### config.mk
export PLATFORM = sky130hd
export DESIGN_NAME = irqfe_regs
export DESIGN_NICKNAME = d
export VERILOG_FILES = /design/src/irqfe_pkg.sv /design/src/irqfe_edge_det.sv /design/src/irqfe_regs.sv
export SDC_FILE = /design/constraint.sdc
export NUM_CORES = 1
export LEC_CHECK = 0
export ABC_AREA = 0
export BUFFER_PORTS_ARGS = -buffer_cell sky130_fd_sc_hd__buf_4
export CAP_MARGIN = 10
export CORE_ASPECT_RATIO = 0.75
export CORE_MARGIN = 4
export CORE_UTILIZATION = 48
export DETAILED_ROUTE_END_ITERATION = 10
export PLACE_DENSITY = 0.84
export SETUP_SLACK_MARGIN = 0.2
export SKIP_CTS_REPAIR_TIMING = 1
export SYNTH_ARGS = -nofsm -noshare
export SYNTH_HDL_FRONTEND = slang
export SYNTH_SLANG_ARGS = --single-unit
### constraint.sdc
create_clock -name clk -period 1.2 [get_ports clk]
set_input_delay 0.06 -clock clk [delete_from_list [all_inputs] [get_ports clk]]
set_output_delay 0.06 -clock clk [all_outputs]
set_load 0.005 [all_outputs]
### src/irqfe_pkg.sv
// package: offsets, field layout, reset values and carriers of the interrupt register set
package irqfe_pkg;

    // ==========================================================
    // register indices in special-purpose data memory
    localparam logic [2:0] IDX_EXT_EDGE_SELECT      = 3'h0;
    localparam logic [2:0] IDX_IRQ_CTRL_PINS_GLOBAL = 3'h1;
    localparam logic [2:0] IDX_IRQ_CTRL_PERIPH_A    = 3'h2;
    localparam logic [2:0] IDX_IRQ_CTRL_TIMER_MATCH = 3'h3;
    localparam logic [2:0] IDX_IRQ_CTRL_TIME_BASE   = 3'h4;

    // ==========================================================
    // implemented-bit masks; everything else reads zero
    localparam logic [7:0] MASK_EXT_EDGE_SELECT      = 8'h0F;
    localparam logic [7:0] MASK_IRQ_CTRL_PINS_GLOBAL = 8'h6D;
    localparam logic [7:0] MASK_IRQ_CTRL_PERIPH_A    = 8'hFF;
    localparam logic [7:0] MASK_IRQ_CTRL_TIMER_MATCH = 8'hFF;
    localparam logic [7:0] MASK_IRQ_CTRL_TIME_BASE   = 8'h33;

    // ==========================================================
    // reset values
    localparam logic [3:0] RST_EXT_EDGE_SELECT = 4'h0;
    localparam logic [7:0] RST_IRQ_CTRL        = 8'h00;
    localparam logic [7:0] RST_READ_DATA       = 8'h00;

    // ==========================================================
    // field positions
    localparam int POS_PIN_ZERO_EDGE_SEL = 0;
    localparam int POS_PIN_ONE_EDGE_SEL  = 2;
    localparam int POS_GLOBAL_IRQ_ENABLE = 0;
    localparam int POS_PIN_ZERO_ENABLE   = 2;
    localparam int POS_PIN_ONE_ENABLE    = 3;
    localparam int POS_PIN_ZERO_FLAG     = 5;
    localparam int POS_PIN_ONE_FLAG      = 6;
    localparam int POS_TIMEBASE_ZERO_EN  = 0;
    localparam int POS_TIMEBASE_ONE_EN   = 1;
    localparam int POS_TIMEBASE_ZERO_FLG = 4;
    localparam int POS_TIMEBASE_ONE_FLG  = 5;
    localparam int POS_NIBBLE_FLAGS      = 4;

    // ==========================================================
    // edge selector encoding
    typedef enum logic [1:0] {
        EDGE_OFF     = 2'b00,
        EDGE_RISING  = 2'b01,
        EDGE_FALLING = 2'b10,
        EDGE_BOTH    = 2'b11
    } irqfe_edge_t;

    // ==========================================================
    // carriers
    typedef struct packed {
        logic       sel;
        logic       wr;
        logic       rd;
        logic [2:0] addr;
        logic [7:0] wdata;
    } irqfe_sfr_req_t;

    // one-cycle event pulses, in flag order of their registers
    typedef struct packed {
        logic eeprom;
        logic converter;
        logic low_volt;
        logic serial_module;
        logic std_timer_a;
        logic std_timer_p;
        logic per_timer_a;
        logic per_timer_p;
        logic timebase_one;
        logic timebase_zero;
    } irqfe_evt_t;

    localparam int NUM_PENDING = 12;

endpackage

### src/irqfe_edge_det.sv
// external pin synchroniser and selectable edge detector
`timescale 1ns/1ps
`default_nettype none

module irqfe_edge_det (
    // clock and reset
    input  wire logic                 clk,
    input  wire logic                 rst,
    // asynchronous pin
    input  wire logic                 pin_async,
    // edge selector
    input  wire irqfe_pkg::irqfe_edge_t edge_sel,
    // one-cycle request
    output logic                      edge_evt
);
    import irqfe_pkg::*;

    logic sync1_ff;
    logic sync2_ff;
    logic prev_ff;
    logic nxt_sync1;
    logic nxt_sync2;
    logic nxt_prev;
    logic rise;
    logic fall;

    // ==========================================================
    // synchroniser; only the second stage feeds logic
    always_comb begin
        nxt_sync1 = pin_async;
        nxt_sync2 = sync1_ff;
        nxt_prev  = sync2_ff;
    end

    always_ff @(posedge clk or posedge rst) begin
        if (rst) begin
            sync1_ff <= 1'b0;
            sync2_ff <= 1'b0;
            prev_ff  <= 1'b0;
        end else begin
            sync1_ff <= nxt_sync1;
            sync2_ff <= nxt_sync2;
            prev_ff  <= nxt_prev;
        end
    end

    // ==========================================================
    // edge selection
    always_comb begin
        rise = sync2_ff & ~prev_ff;
        fall = ~sync2_ff & prev_ff;
        // selector decoding
        unique case (edge_sel)
            EDGE_OFF:     edge_evt = 1'b0;
            EDGE_RISING:  edge_evt = rise;
            EDGE_FALLING: edge_evt = fall;
            EDGE_BOTH:    edge_evt = rise | fall;
        endcase
    end

endmodule // irqfe_edge_det
`default_nettype wire

### src/irqfe_regs.sv
// interrupt flag and enable register set with edge-selected external pins
//
// Functional notes
// pin zero selector: off, rise, fall, both
// pin one selector, same code, bits 3:2
// edge register upper nibble reads zero
// pin zero edge sets its flag
// pin one edge sets its flag
// sources set flags, software writes enables
// four control registers plus edge register
// registers mix enables and request flags
// pinless variant: software keeps pin bits zero
// periph register: four flags, four enables
// timer register: four match flags, enables
// interrupt needs flag, enable, global enable
// reserved bits held and read zero
`timescale 1ns/1ps
`default_nettype none

module irqfe_regs (
    // clock and reset
    input  wire logic                      clk,
    input  wire logic                      rst,
    // special-purpose data memory access
    input  wire irqfe_pkg::irqfe_sfr_req_t sfr_req,
    output logic [7:0]                     sfr_rdata,
    // external interrupt pins
    input  wire logic                      ext_pin_zero,
    input  wire logic                      ext_pin_one,
    // internal source events
    input  wire irqfe_pkg::irqfe_evt_t     src_evt,
    // requests to the core
    output logic [irqfe_pkg::NUM_PENDING-1:0] irq_pending,
    output logic                           irq_req
);
    import irqfe_pkg::*;

    logic [3:0] edge_ff;
    logic [7:0] pins_ff;
    logic [7:0] periph_ff;
    logic [7:0] timer_ff;
    logic [7:0] tbase_ff;
    logic [7:0] rdata_ff;
    logic [3:0] nxt_edge;
    logic [7:0] nxt_pins;
    logic [7:0] nxt_periph;
    logic [7:0] nxt_timer;
    logic [7:0] nxt_tbase;
    logic [7:0] nxt_rdata;
    logic [1:0] pin_evt;
    logic [1:0] pin_async;
    logic       wr_edge;
    logic       wr_pins;
    logic       wr_periph;
    logic       wr_timer;
    logic       wr_tbase;
    logic [7:0] set_pins;
    logic [7:0] set_periph;
    logic [7:0] set_timer;
    logic [7:0] set_tbase;

    // ==========================================================
    // external pin edge detection
    assign pin_async = {ext_pin_one, ext_pin_zero};

    genvar gi;
    generate
        for (gi = 0; gi < 2; gi++) begin : g_pin
            // per-pin selector field
            irqfe_edge_det u_edge (
                .clk       (clk),
                .rst       (rst),
                .pin_async (pin_async[gi]),
                .edge_sel  (irqfe_edge_t'(edge_ff[2*gi +: 2])),
                .edge_evt  (pin_evt[gi])
            );
        end
    endgenerate

    // ==========================================================
    // write decode
    always_comb begin
        wr_edge   = sfr_req.sel & sfr_req.wr & (sfr_req.addr == IDX_EXT_EDGE_SELECT);
        wr_pins   = sfr_req.sel & sfr_req.wr & (sfr_req.addr == IDX_IRQ_CTRL_PINS_GLOBAL);
        wr_periph = sfr_req.sel & sfr_req.wr & (sfr_req.addr == IDX_IRQ_CTRL_PERIPH_A);
        wr_timer  = sfr_req.sel & sfr_req.wr & (sfr_req.addr == IDX_IRQ_CTRL_TIMER_MATCH);
        wr_tbase  = sfr_req.sel & sfr_req.wr & (sfr_req.addr == IDX_IRQ_CTRL_TIME_BASE);
    end

    // ==========================================================
    // hardware set vectors, placed on the flag bits
    always_comb begin
        set_pins                        = 8'h00;
        // pin zero flag set
        set_pins[POS_PIN_ZERO_FLAG]     = pin_evt[0];
        // pin one flag set
        set_pins[POS_PIN_ONE_FLAG]      = pin_evt[1];
        // periph flag sets
        set_periph = {src_evt.eeprom, src_evt.converter, src_evt.low_volt,
                      src_evt.serial_module, 4'h0};
        // timer match sets
        set_timer  = {src_evt.std_timer_a, src_evt.std_timer_p, src_evt.per_timer_a,
                      src_evt.per_timer_p, 4'h0};
        set_tbase                        = 8'h00;
        set_tbase[POS_TIMEBASE_ZERO_FLG] = src_evt.timebase_zero;
        set_tbase[POS_TIMEBASE_ONE_FLG]  = src_evt.timebase_one;
    end

    // ==========================================================
    // register next values
    // a set in the same cycle as a software clear wins, so no event is lost
    always_comb begin
        nxt_edge   = edge_ff;
        nxt_pins   = pins_ff;
        nxt_periph = periph_ff;
        nxt_timer  = timer_ff;
        nxt_tbase  = tbase_ff;
        // upper nibble not stored
        if (wr_edge) begin
            nxt_edge = sfr_req.wdata[3:0] & MASK_EXT_EDGE_SELECT[3:0];
        end
        // software owns the enables
        if (wr_pins) begin
            nxt_pins = sfr_req.wdata;
        end
        if (wr_periph) begin
            nxt_periph = sfr_req.wdata;
        end
        if (wr_timer) begin
            nxt_timer = sfr_req.wdata;
        end
        if (wr_tbase) begin
            nxt_tbase = sfr_req.wdata;
        end
        // hardware sets flags
        nxt_pins   = nxt_pins | set_pins;
        nxt_periph = nxt_periph | set_periph;
        nxt_timer  = nxt_timer | set_timer;
        nxt_tbase  = nxt_tbase | set_tbase;
        // reserved bits forced zero
        nxt_pins   = nxt_pins & MASK_IRQ_CTRL_PINS_GLOBAL;
        nxt_periph = nxt_periph & MASK_IRQ_CTRL_PERIPH_A;
        nxt_timer  = nxt_timer & MASK_IRQ_CTRL_TIMER_MATCH;
        nxt_tbase  = nxt_tbase & MASK_IRQ_CTRL_TIME_BASE;
    end

    // five registers stored
    always_ff @(posedge clk or posedge rst) begin
        if (rst) begin
            edge_ff   <= RST_EXT_EDGE_SELECT;
            pins_ff   <= RST_IRQ_CTRL;
            periph_ff <= RST_IRQ_CTRL;
            timer_ff  <= RST_IRQ_CTRL;
            tbase_ff  <= RST_IRQ_CTRL;
        end else begin
            edge_ff   <= nxt_edge;
            pins_ff   <= nxt_pins;
            periph_ff <= nxt_periph;
            timer_ff  <= nxt_timer;
            tbase_ff  <= nxt_tbase;
        end
    end

    // ==========================================================
    // read path, registered; unmapped index reads zero
    always_comb begin
        nxt_rdata = rdata_ff;
        if (sfr_req.sel & sfr_req.rd) begin
            unique case (sfr_req.addr)
                // upper nibble reads zero
                IDX_EXT_EDGE_SELECT:      nxt_rdata = {4'h0, edge_ff};
                IDX_IRQ_CTRL_PINS_GLOBAL: nxt_rdata = pins_ff;
                IDX_IRQ_CTRL_PERIPH_A:    nxt_rdata = periph_ff;
                IDX_IRQ_CTRL_TIMER_MATCH: nxt_rdata = timer_ff;
                IDX_IRQ_CTRL_TIME_BASE:   nxt_rdata = tbase_ff;
                default:                  nxt_rdata = 8'h00;
            endcase
        end
    end

    always_ff @(posedge clk or posedge rst) begin
        if (rst) begin
            rdata_ff <= RST_READ_DATA;
        end else begin
            rdata_ff <= nxt_rdata;
        end
    end

    assign sfr_rdata = rdata_ff;

    // ==========================================================
    // request to the core
    // flag paired with its enable
    always_comb begin
        irq_pending[0]   = pins_ff[POS_PIN_ZERO_FLAG] & pins_ff[POS_PIN_ZERO_ENABLE];
        irq_pending[1]   = pins_ff[POS_PIN_ONE_FLAG] & pins_ff[POS_PIN_ONE_ENABLE];
        irq_pending[5:2] = periph_ff[POS_NIBBLE_FLAGS +: 4] & periph_ff[3:0];
        irq_pending[9:6] = timer_ff[POS_NIBBLE_FLAGS +: 4] & timer_ff[3:0];
        irq_pending[10]  = tbase_ff[POS_TIMEBASE_ZERO_FLG] & tbase_ff[POS_TIMEBASE_ZERO_EN];
        irq_pending[11]  = tbase_ff[POS_TIMEBASE_ONE_FLG] & tbase_ff[POS_TIMEBASE_ONE_EN];
        // gated by global enable
        irq_req = pins_ff[POS_GLOBAL_IRQ_ENABLE] & (|irq_pending);
    end

endmodule // irqfe_regs
`default_nettype wire

After elaboration in Yosys (flattened, before gate mapping)
Cells that the tools add are included.
{"block": "totals", "regBits": 43, "in_bits": 28, "output_inout_bits": 21, "wordCells": 61}
{"block": "op_classes", "eq_ne": 10, "muxes": 7, "bitwise": 28, "reduce_logical": 4}
{"op": "$pmux 8 s5", "n": 1}
{"op": "$and 1x1->1", "n": 16}
{"op": "$mux 8", "n": 2}
{"op": "$or 8x8->8", "n": 2}
{"op": "$reduce_or 12->1", "n": 1}
{"op": "$and 4x4->4", "n": 2}
{"op": "$eq 2x2->1 const B", "n": 4}
{"op": "$pmux 1 s4", "n": 2}
{"op": "$mux 7", "n": 1}
{"op": "$or 7x7->7", "n": 1}
{"op": "$eq 3x2->1 const B", "n": 2}
{"op": "$mux 6", "n": 1}
{"op": "$or 6x6->6", "n": 1}
{"op": "$eq 2x1->1 const B", "n": 2}
{"op": "$logic_not 2->1", "n": 2}
{"op": "$not 1->1", "n": 4}
{"op": "$eq 3x1->1 const B", "n": 1}
{"op": "$eq 3x3->1 const B", "n": 1}
{"op": "$logic_not 3->1", "n": 1}
{"op": "$or 1x1->1", "n": 2}

Depth between registers and ports, before layout
Gate-level depths: netlist (run 1).
{"block": "logic_depth", "ltp_word": 5, "mapped_depth": 5, "ltp_nobuf": 5}

Modules after synthesis
From an unflattened synthesis (run 1), not the netlist that was laid out.
{"block": "unflattened", "cells_unflattened": 191, "area_unflattened_um2": 2154.6}
{"mod": "irqfe_regs", "n_inst": 1, "cells_each": 165, "area_per_inst_um2": 1879.3, "seq_area_each_um2": 925.9}
{"mod": "irqfe_edge_det", "n_inst": 2, "cells_each": 13, "area_per_inst_um2": 137.6, "seq_area_each_um2": 75.1}

Least setup slack after synthesis (run 1)
Ideal clock, no wire load.
{"block": "synth_path", "path_type": "register -> register", "from": "register edge_ff[2]", "to": "register rdata_ff[2] (netlist: sfr_rdata[2])", "setup_time_ns": 0.121, "arrival_time_ns": 0.998, "required_time_ns": 1.079, "setup_slack_ns": 0.081, "stages_incl_launch_ff": 3, "path_buffers": 0, "period_less_slack_ns": 1.119, "path_cell_list": "dfrtp_1 > mux4_2 > a22o_1"}
{"block": "synth_via", "elab_chain_len": 1}
{"element": "from (decl)", "line": "irqfe_regs.sv:38", "rtl": "logic [3:0] edge_ff;"}
{"element": "from (signal assigned)", "line": "irqfe_regs.sv:156", "rtl": "edge_ff <= nxt_edge;"}
{"element": "$pmux 8 s5", "line": "irqfe_regs.sv:169", "rtl": "unique case (sfr_req.addr)"}
{"element": "to (signal assigned)", "line": "irqfe_regs.sv:185", "rtl": "rdata_ff <= nxt_rdata;"}
{"element": "to (decl)", "line": "irqfe_regs.sv:43", "rtl": "logic [7:0] rdata_ff;"}
No other way between the ends.
A chain may end at the register's enable or synchronous reset.

Worst setup path in the final report (run 1)
{"block": "layout_path", "from": "register timer_ff[7]", "to": "output irq_req"}
{"block": "layout_via", "elab_chain_len": 3}
{"element": "from (decl)", "line": "irqfe_regs.sv:41", "rtl": "logic [7:0] timer_ff;"}
{"element": "from (signal assigned)", "line": "irqfe_regs.sv:159", "rtl": "timer_ff <= nxt_timer;"}
{"element": "$and 4x4->4", "line": "irqfe_regs.sv:198", "rtl": "irq_pending[9:6] = timer_ff[POS_NIBBLE_FLAGS +: 4] & timer_ff[3:0];"}
{"element": "$reduce_or 12->1", "line": "irqfe_regs.sv:202", "rtl": "irq_req = pins_ff[POS_GLOBAL_IRQ_ENABLE] & (|irq_pending);"}
{"element": "$and 1x1->1", "line": "irqfe_regs.sv:202"}
{"element": "to (decl)", "line": "irqfe_regs.sv:34", "rtl": "output logic irq_req"}
No other way between the ends.

==> results.txt, run 1 <==
Outcome = finished with violations
Violations in the final reports = negative setup slack
Number of instances in the synthesized netlist = 185
Total number of H-tree levels = 2
Met3 wire length = 521 um
Fraction of the cycle the final worst path needs = 1.292
Number of enable-type register cells in the synthesized netlist = 0
FF+latch count, synth = 43
Maximum frequency from static timing analysis = 645.1 MHz
GP Congestion = 0.9125
Slew margin rel. = 0.5805
Type of the most critical hold path = input port to flop
Wire length of the first global-routing pass = 9190 um
Antenna violation net count after detailed routing = 0
Final Setup Violations = 3
Vias per std cell = 5.846
Die extent in y = 65.65 um
Leakage power of the design = 1.521 nW
Ratio of cells with drive above 1 in the final layout = 0.5069
Total grt overflow = 0
Most used flip-flop cell after synthesis = dfrtp_1
Met1 routed wirelength after detailed routing = 3018 um
TritonCTS clock tree = built
Cell taking the most area after synthesis = dfrtp_1
Endpoint type of the worst setup path = output pin
Area used by multi-input combinational logic = 0.001120 mm^2
Async SR Flop Fraction = 1.000
VDD IR-drop max = 1054 uV
Placement Rows = 20
Sinks on the clock net = 43
Pre-antenna DRT Iters = 4
Highest metal layer with signal wires = met4
Ratio of total power to cell area = 1374 mW/mm^2
Detailed Route WL = 7281 um
Worst Setup Start Kind = flop
Area fraction of the dominant cell type after synthesis = 0.5059
Number of top-level design ports = 49
Clock-pin slew on the worst setup and hold paths = 0.08 ns
Setup slack after layout = -0.3501 ns
Number of nets at the end of the flow = 322
Synthesis Warnings = 0
Time the worst path needs with I/O delays and setup = 1.550 ns
Dpl hpwl = 4438 um
Maximum number of pins on one net before global-route repair = 30
Part of the Yosys area used for sequential elements = 0.5059
Number of unique standard cell types used by synthesis = 36
Util after Layout = 0.8003
GRT Resource Usage Total = 0.2174
Met2 wirelength from detailed routing = 3580 um
Number of filler cells placed in the layout = 250
Final number of hold-violating endpoints = 0
Vias in the first global route = 1,771
Largest fanout on the critical path = 2
CTS root buf = clkbuf_8
Core outline area = 0.004154 mm^2
Area taken by flip-flops and latches = 0.001076 mm^2
Required time of the critical path = 1.14 ns
Worst Clk Skew = 0.006799 ns
Effective utilization at floorplan = 0.5120
Antenna violations before repair = 0
Final-report max-slew violation count = 0
Area growth syn-to-layout = 56.29%
Synthesized cell area = 0.002127 mm^2
Die width = 84.87 um
Die footprint = 0.005571 mm^2
DRC violation total after the first TritonRoute iteration = 220
Average cell area after synthesis = 11.50 um^2
Routed len/inst = 21.10 um
Total Power = 0.004567 W
Total inserted antenna cells = 0
Crit Path Category = flop to output pin
Data arrival, critical path = 1.49 ns
Post-route DRC = 0
Synth top area cells = dfrtp_1 (51%), mux2_2 (11%), and2_1 (4.1%)
Post-Syn Nets = 217
Reported max-cap violation count = 0
Setup repair after global routing missed its margin = yes
Least-Margin Pin Slew = 0.6279 ns
Most instantiated cells after synthesis = dfrtp_1 (43), mux2_2 (20), and2_1 (14), o21ai_0 (13), nand3_1 (10)
Insertion delay of the later-clocked pin in the worst-skew pair = 0.30 ns
Final total negative setup slack = -0.5716 ns
Clock buffer depth = 2
Vias post-DR = 2,017
Count of buffers from port buffering = 48
Count leader, synth = dfrtp_1
TritonCTS buffer count = 5
==> sequential cells by signal (all words and copies together), names as in the netlist <==
register	flops
edge_ff	4
g_pin.u_edge.prev_ff	2
periph_ff	8
timer_ff	8
g_pin.u_edge.nxt_prev	2
tbase_ff	4
sfr_rdata	8
g_pin.u_edge.nxt_sync2	2
pins_ff	5
==> area by class of cell <==
cell class	count	share of cell area
Multi-Input combinational cell	126	0.3368
Clock inverter	1	0.009033
Tap cell	55	0.02070
Sequential cell	43	0.3237
Timing Repair Buffer	105	0.2766
Clock buffer	6	0.02183
Inverter	9	0.01129
==> critical path, cell delays in order, from the launching register on <==
cell     delay (ns)
dfrtp_1        0.39
and2_4         0.18
nor4_4         0.31
a41oi_2        0.16
buf_4          0.16
==> placed cells by master (no fill, tap or decap), drive strengths merged, types with 2 or more instances in the layout <==
master and instances:
ha 4, and4 2, dlygate4sd3 13, nand3 10
and2 14, buf 92, nand2 6, o21ai 13
nor2b 5, clkbuf 6, a21oi 2, a211o 7
nand4b 2, a22o 3, inv 8, dfrtp 43
nor4 2, mux4 2, nand3b 9, nor2 6
nand4 2, mux2 20, mux2i 3, and3 4
and4b 2
==> per-layer routing <==
metal | vias to the layer above | track usage
met4 | 0 | 0.07510
met1 | 1032 | 0.2958
li1 | 883 | -
met3 | 17 | 0.06892
met5 | - | 0
met2 | 85 | 0.3291
==> final timing paths <==
kind                       slack, ns                  endpoint  depth (start not counted)                 startpoint
setup / recovery               -0.35                   irq_req                          4                timer_ff[7]
hold / removal                  0.03              periph_ff[7]                          3                 sfr_req[7]
setup reg to reg               -0.14              sfr_rdata[2]                          3                timer_ff[2]
hold reg to reg                 0.36  g_pin[1].u_edge.nxt_prev                          0  g_pin[1].u_edge.nxt_sync2
max in group asynchronous       0.45              periph_ff[6]                          4                        rst
min in group asynchronous       0.29   g_pin[0].u_edge.prev_ff                          3                        rst
==> cell families after synthesis <==
family	after synthesis	synth area share
multiplexers	25	0.1412
AND/OR/NAND/NOR	65	0.1888
AO/OA/AOI/OAI	32	0.1041
flip-flops	43	0.5059
buffers and inverters	16	0.03647
adder cells (fa/ha/maj)	4	0.02353
==> power breakdown <==
part / leakage (nW) / internal, W / switching [W]
clock network: 0.0513 / 0.000610 / 0.000495
logic: 0.980 / 0.00103 / 0.000635
registers: 0.490 / 0.00166 / 0.000144
total: 1.52 / 0.00329 / 0.00127
==> per-stage QoR <==
stage | hold slack (ns) | std cells | area, um^2 | worst slack (ns)
finish | 0.02551 | 345 | 3324 | -0.3501
global route | 0.02010 | 345 | 3324 | -0.4096
CTS | -0.2529 | 314 | 2846 | -0.3733
detailed placement | 0.06022 | 307 | 2744 | -0.05677
global placement | 0.05759 | 307 | 2744 | -0.008917
floorplan | 0.05788 | 185 | 2158 | 0.08062
Note: power is estimated with default switching activity, not from simulation.
==> inputs of run 2 (changes only) <==
--- a/config.mk
+++ b/config.mk
@@ -12,6 +12,7 @@
 export CORE_MARGIN = 4
 export CORE_UTILIZATION = 48
 export DETAILED_ROUTE_END_ITERATION = 10
+export HOLD_SLACK_MARGIN = 0.12
 export PLACE_DENSITY = 0.84
 export SETUP_SLACK_MARGIN = 0.2
 export SKIP_CTS_REPAIR_TIMING = 1
==> constraint.sdc (replaced) <==
create_clock -name clk -period 1.2 [get_ports clk]
set_input_delay 0.06 -clock clk [delete_from_list [all_inputs] [get_ports clk]]
set_output_delay 0.06 -clock clk [all_outputs]
set_load 0.01 [all_outputs]
==> run 2 against run 1 <==
  * The run still ends with negative setup slack left
  * Wire length fell by 12%
  * Die area did not move
  * Final area is 1.6% lower
  * Critical path depth unchanged
  * Sequential share of layout area grew 0.52 points
  * Clock skew is 0.0018 ns lower
  * Power decreased by 6.4%
  * Non-clock buffer count decreased by 3
  * Sequential power hardly changed
  * Worst hold slack gained 0.087 ns
==> results.txt, run 2 (synthesis gave the netlist of run 1 again) <==
Outcome = finished with violations
Violations in the final reports = negative setup slack
Largest delay share family, worst path = simple AND/OR/NAND/NOR gates
Total inserted antenna cells = 0
Effective utilization at floorplan = 0.5120
TritonCTS clock tree = built
Placed instance count = 304
Antenna violation net count after detailed routing = 0
Final instance area = 0.003272 mm^2
Total Power = 0.004273 W
Insertion delay of the later-clocked pin in the worst-skew pair = 0.30 ns
Ratio of cells with drive above 1 in the final layout = 0.4650
Final-report max-slew violation count = 0
Number of top-level design ports = 49
Post-route DRC = 0
Clock-pin slew on the worst setup and hold paths = 0.07 ns
Crit Path Category = flop to output pin
Setup repair after global routing missed its margin = yes
Routed len/inst = 18.68 um
Placed cell area = 0.002738 mm^2
DRC violation total after the first TritonRoute iteration = 149
Fraction of the cycle the final worst path needs = 1.292
GP Congestion = 0.8507
Sinks on the clock net = 43
TritonCTS buffer count = 5
GRT Resource Usage Total = 0.2135
Final Setup Violations = 3
Commonest non-fill, non-tap cell in the layout = buf_4
Clock buffer depth = 2
Detailed Route WL = 6371 um
Worst path max stage delay = 0.40 ns
Total number of H-tree levels = 2
Time the worst path needs with I/O delays and setup = 1.551 ns
VDD IR-drop max = 881.2 uV
Antenna violations before repair = 0
Count of buffers from port buffering = 48
Reported max-cap violation count = 0
Cell Count, Final, Fillers Out = 341
Die extent in y = 65.65 um
Wire length of the first global-routing pass = 8983 um
Util after Layout = 0.7877
Cell-by-cell trace of the critical path = and2_4, nor4_4, a41oi_2, buf_4
Slew margin rel. = 0.6859
Endpoint type of the worst setup path = output pin
Maximum frequency from static timing analysis = 644.9 MHz
Worst Setup Start Kind = flop
Required time of the critical path = 1.14 ns
Leakage power of the design = 1.484 nW
Die width = 84.87 um
Area growth syn-to-layout = 53.82%
CTS root buf = clkbuf_8
Vias in the first global route = 1,801
Data arrival, critical path = 1.49 ns
Number of filler cells placed in the layout = 243
Total grt overflow = 0
Dpl hpwl = 4207 um
Largest fanout on the critical path = 3
Vias post-DR = 1,917
Maximum number of pins on one net before global-route repair = 29
Least-Margin Pin Slew = 0.4702 ns
Buf/Inv on CP = 1
Final number of hold-violating endpoints = 0
Placement Rows = 20
Setup slack after layout = -0.3506 ns
Final hold slack = 0.1121 ns
Commonest non-fill, non-tap cells in the layout = buf_4 (61), dfrtp_1 (43), dlygate4sd3_1 (21)
Core outline area = 0.004154 mm^2
Number of nets at the end of the flow = 319
Ratio of total power to cell area = 1306 mW/mm^2
Worst Clk Skew = 0.005026 ns
Vias per std cell = 5.622
Type of the most critical hold path = input port to flop
Pre-antenna DRT Iters = 4
Cell with the biggest individual delay on the critical path = dfrtp_1
Die footprint = 0.005571 mm^2
[run 2: power by group]
part / switching, W / total, W / internal, W
Sequential: 0.000167 / 0.00182 / 0.00166
Clock: 0.000460 / 0.000849 / 0.000388
Combinational: 0.000622 / 0.00160 / 0.000979
[run 2: tightest hold or removal path, delay by kind of cell]
kind                   cells  cell delay (ns)
buffers and inverters      1             0.14
AOI/OAI and AO/OA          1             0.10
and+or+nand+nor            1             0.08
[run 2: final cells by class]
type                       count  area, um^2  share of cell area
multi-input combinational    126        1115              0.3407
sequential                    43        1076              0.3289
timing repair buffer         102       902.1              0.2757
clock buffer                   6       72.57             0.02218
tap                           55       68.82             0.02103
inverter                       9       37.54             0.01147
[run 2: layer usage]
metal	track usage	up-vias	part of all wire
li1	-	877	-
met1	0.3044	956	0.43
met2	0.3184	76	0.48
met3	0.06391	8	0.080
met4	0.05534	0	0.012
met5	0	-	0
[run 2: worst paths after layout]
path	start	endpoint	slack, ns	cells past startpoint
max	pins_ff[5]	irq_req	-0.35	4
max in group asynchronous	rst	sfr_rdata[4]	0.45	4
max reg2reg	timer_ff[2]	sfr_rdata[2]	-0.01	2
min in group asynchronous	rst	tbase_ff[0]	0.30	3
min reg2reg	g_pin[0].u_edge.nxt_sync2	g_pin[0].u_edge.nxt_prev	0.35	0
min	sfr_req[8]	periph_ff[7]	0.11	3
[run 2: metrics by stage]
step                      worst slack, ns   TNS [ns]
after CTS                         -0.3645    -0.4043
final                             -0.3506    -0.3685
after floorplan                   0.08062          0
after global placement          -0.004020  -0.004020
after detailed placement         -0.04049   -0.04049
after global routing              -0.3981    -0.4668
==> inputs of run 3 (changes only) <==
--- a/config.mk
+++ b/config.mk
@@ -14,8 +14,8 @@
 export DETAILED_ROUTE_END_ITERATION = 10
 export HOLD_SLACK_MARGIN = 0.12
 export PLACE_DENSITY = 0.84
-export SETUP_SLACK_MARGIN = 0.2
 export SKIP_CTS_REPAIR_TIMING = 1
+export SKIP_LAST_GASP = 1
 export SYNTH_ARGS = -nofsm -noshare
 export SYNTH_HDL_FRONTEND = slang
 export SYNTH_SLANG_ARGS = --single-unit
==> run 3 against run 2 <==
  * The run still ends with negative setup slack left
  * Setup slack better by 0.042 ns
  * Sequential power hardly changed
  * Count of clock-buffer cells in the layout down 1
  * Register-to-register slack worse by 0.05 ns
  * Fmax increased by 2.8%
  * Die area unchanged
  * First-iteration DRC count up 39%
  * Sequential share of layout area increased by 1.5 points
  * Utilization shrank 3.4 points
  * Clock skew shrank 0.0012 ns
  * Sequential cell count is the same
  * Wire length is 2.6% lower
==> results.txt, run 3 (synthesis gave the netlist of run 1 again) <==
Outcome = finished with violations
Violations in the final reports = negative setup slack
Total inserted antenna cells = 0
Fraction of the cycle the final worst path needs = 1.257
Die width = 84.87 um
Post-route DRC = 0
Largest fanout on the critical path = 3
Cell-by-cell trace of the critical path = and2_4, nor4_4, a41oi_2, buf_4
Vias per std cell = 5.617
Total grt overflow = 0
Area growth syn-to-layout = 47.18%
GRT Resource Usage Total = 0.2243
Capture point of the worst reg-to-reg path = sfr_rdata[3]
Path depth of the worst reg2reg path = 3
TritonCTS clock tree = built
Hold Path Stages = 3
Final Setup Violations = 4
Count of buffers from port buffering = 48
Commonest non-fill, non-tap cells in the layout = buf_4 (74), dfrtp_1 (43), dlygate4sd3_1 (21)
Antenna violations before repair = 0
Reported max-cap violation count = 0
Final instance area = 0.003131 mm^2
Cell with the biggest individual delay on the critical path = dfrtp_1
Clock buffer depth = 2
Number of filler cells placed in the layout = 277
Antenna violation net count after detailed routing = 0
WHS Endpoint = pins_ff[5]
Final number of hold-violating endpoints = 0
Maximum frequency from static timing analysis = 662.8 MHz
Setup slack after layout = -0.3088 ns
Number of nets at the end of the flow = 316
Met2 wirelength from detailed routing = 2839 um
Total number of H-tree levels = 2
Type of the most critical hold path = input port to flop
Ratio of cells with drive above 1 in the final layout = 0.4190
Commonest non-fill, non-tap cell in the layout = buf_4
Placement Rows = 20
Wire length of the first global-routing pass = 9508 um
Largest delay share family, worst path = simple AND/OR/NAND/NOR gates
CTS root buf = clkbuf_8
DRC violation total after the first TritonRoute iteration = 207
Placed cell area = 0.002698 mm^2
Met1 routed wirelength after detailed routing = 2731 um
Slew margin rel. = 0.7711
Worst Clk Skew = 0.003855 ns
Data arrival, critical path = 1.45 ns
Sinks on the clock net = 43
Least-Margin Pin Slew = 0.3398 ns
Core outline area = 0.004154 mm^2
Required time of the critical path = 1.14 ns
Launch point of the worst reg-to-reg path = pins_ff[3]
Setup repair after global routing missed its margin = yes
GP Congestion = 0.9559
Time the worst path needs with I/O delays and setup = 1.509 ns
Startpoint of the tightest hold check path = sfr_req[9]
Die footprint = 0.005571 mm^2
Number of top-level design ports = 49
Endpoint type of the worst setup path = output pin
Ratio of total power to cell area = 1373 mW/mm^2
Dpl hpwl = 4488 um
Die extent in y = 65.65 um
Met3 wire length = 575 um
Util after Layout = 0.7536
Vias post-DR = 1,904
Vias in the first global route = 1,831
Leakage power of the design = 1.418 nW
Crit Path Category = flop to output pin
Pre-antenna DRT Iters = 5
Effective utilization at floorplan = 0.5120
Final-report max-slew violation count = 0
Clock-pin slew on the worst setup and hold paths = 0.08 ns
Detailed Route WL = 6206 um
Final hold slack = 0.2046 ns
Worst path max stage delay = 0.42 ns
Worst Setup Start Kind = flop
Maximum number of pins on one net before global-route repair = 44
VDD IR-drop max = 1175 uV
Buf/Inv on CP = 1
Routed len/inst = 18.31 um
Internal reg-to-reg setup slack = -0.06 ns
TritonCTS buffer count = 5
Insertion delay of the later-clocked pin in the worst-skew pair = 0.30 ns
Worst slack, placed = -0.04091 ns
Highest metal layer with signal wires = met4
[run 3: cell types whose count changed in the layout (fill, tap and decap cells not counted), moves of 6 or more]
cell,change
buf_4,+13
mux2_2,+7
and2_1,+6
buf_6,-16
and2_4,-6
mux2_4,-7
[run 3: stage by stage]
step           power (W)  setup TNS, ns  std cells
2_1_floorplan   0.002342              0        185
3_3_place_gp    0.002915       -0.04625        304
3_5_place_dp    0.002956        -0.3227        304
4_1_cts         0.004056        -0.3679        311
5_1_grt         0.004510        -0.6962        339
6_report        0.004297        -0.3759        339
[run 3: final cells by class]
type,count,area (um^2),area share
clock inverter,2,37.54,0.01199
multi-input combinational,126,1026,0.3277
tap,55,68.82,0.02198
timing repair buffer,99,819.5,0.2618
inverter,9,33.78,0.01079
sequential,43,1076,0.3437
clock buffer,5,68.82,0.02198
[run 3: worst max path at each step]
stage                   endpoint         from  slack, ns  cells past startpoint
floorplan           sfr_rdata[2]   edge_ff[2]       0.08                      2
global placement         irq_req  timer_ff[4]      -0.02                      4
detailed placement   timer_ff[4]  sfr_req[10]      -0.04                      4
CTS                      irq_req  timer_ff[4]      -0.34                      4
global route             irq_req   pins_ff[3]      -0.38                      4
finish                   irq_req   pins_ff[5]      -0.31                      4
[run 3: power by group]
group	internal [W]	total (W)	switching, W
Clock	0.000608	0.00110	0.000496
Combinational	0.000807	0.00138	0.000569
Sequential	0.00166	0.00182	0.000161
Total	0.00307	0.00430	0.00123
[run 3: worst register-to-register path, stage by stage (launching register included)]
cell,delay [ns]
dfrtp_1,0.40
buf_4,0.14
mux4_2,0.43
a22o_1,0.18
[run 3: per-layer routing]
layer | GRT usage | up-vias
met5 | 0 | -
met3 | 0.07644 | 7
li1 | - | 873
met2 | 0.3340 | 101
met1 | 0.3200 | 923
met4 | 0.04348 | 0
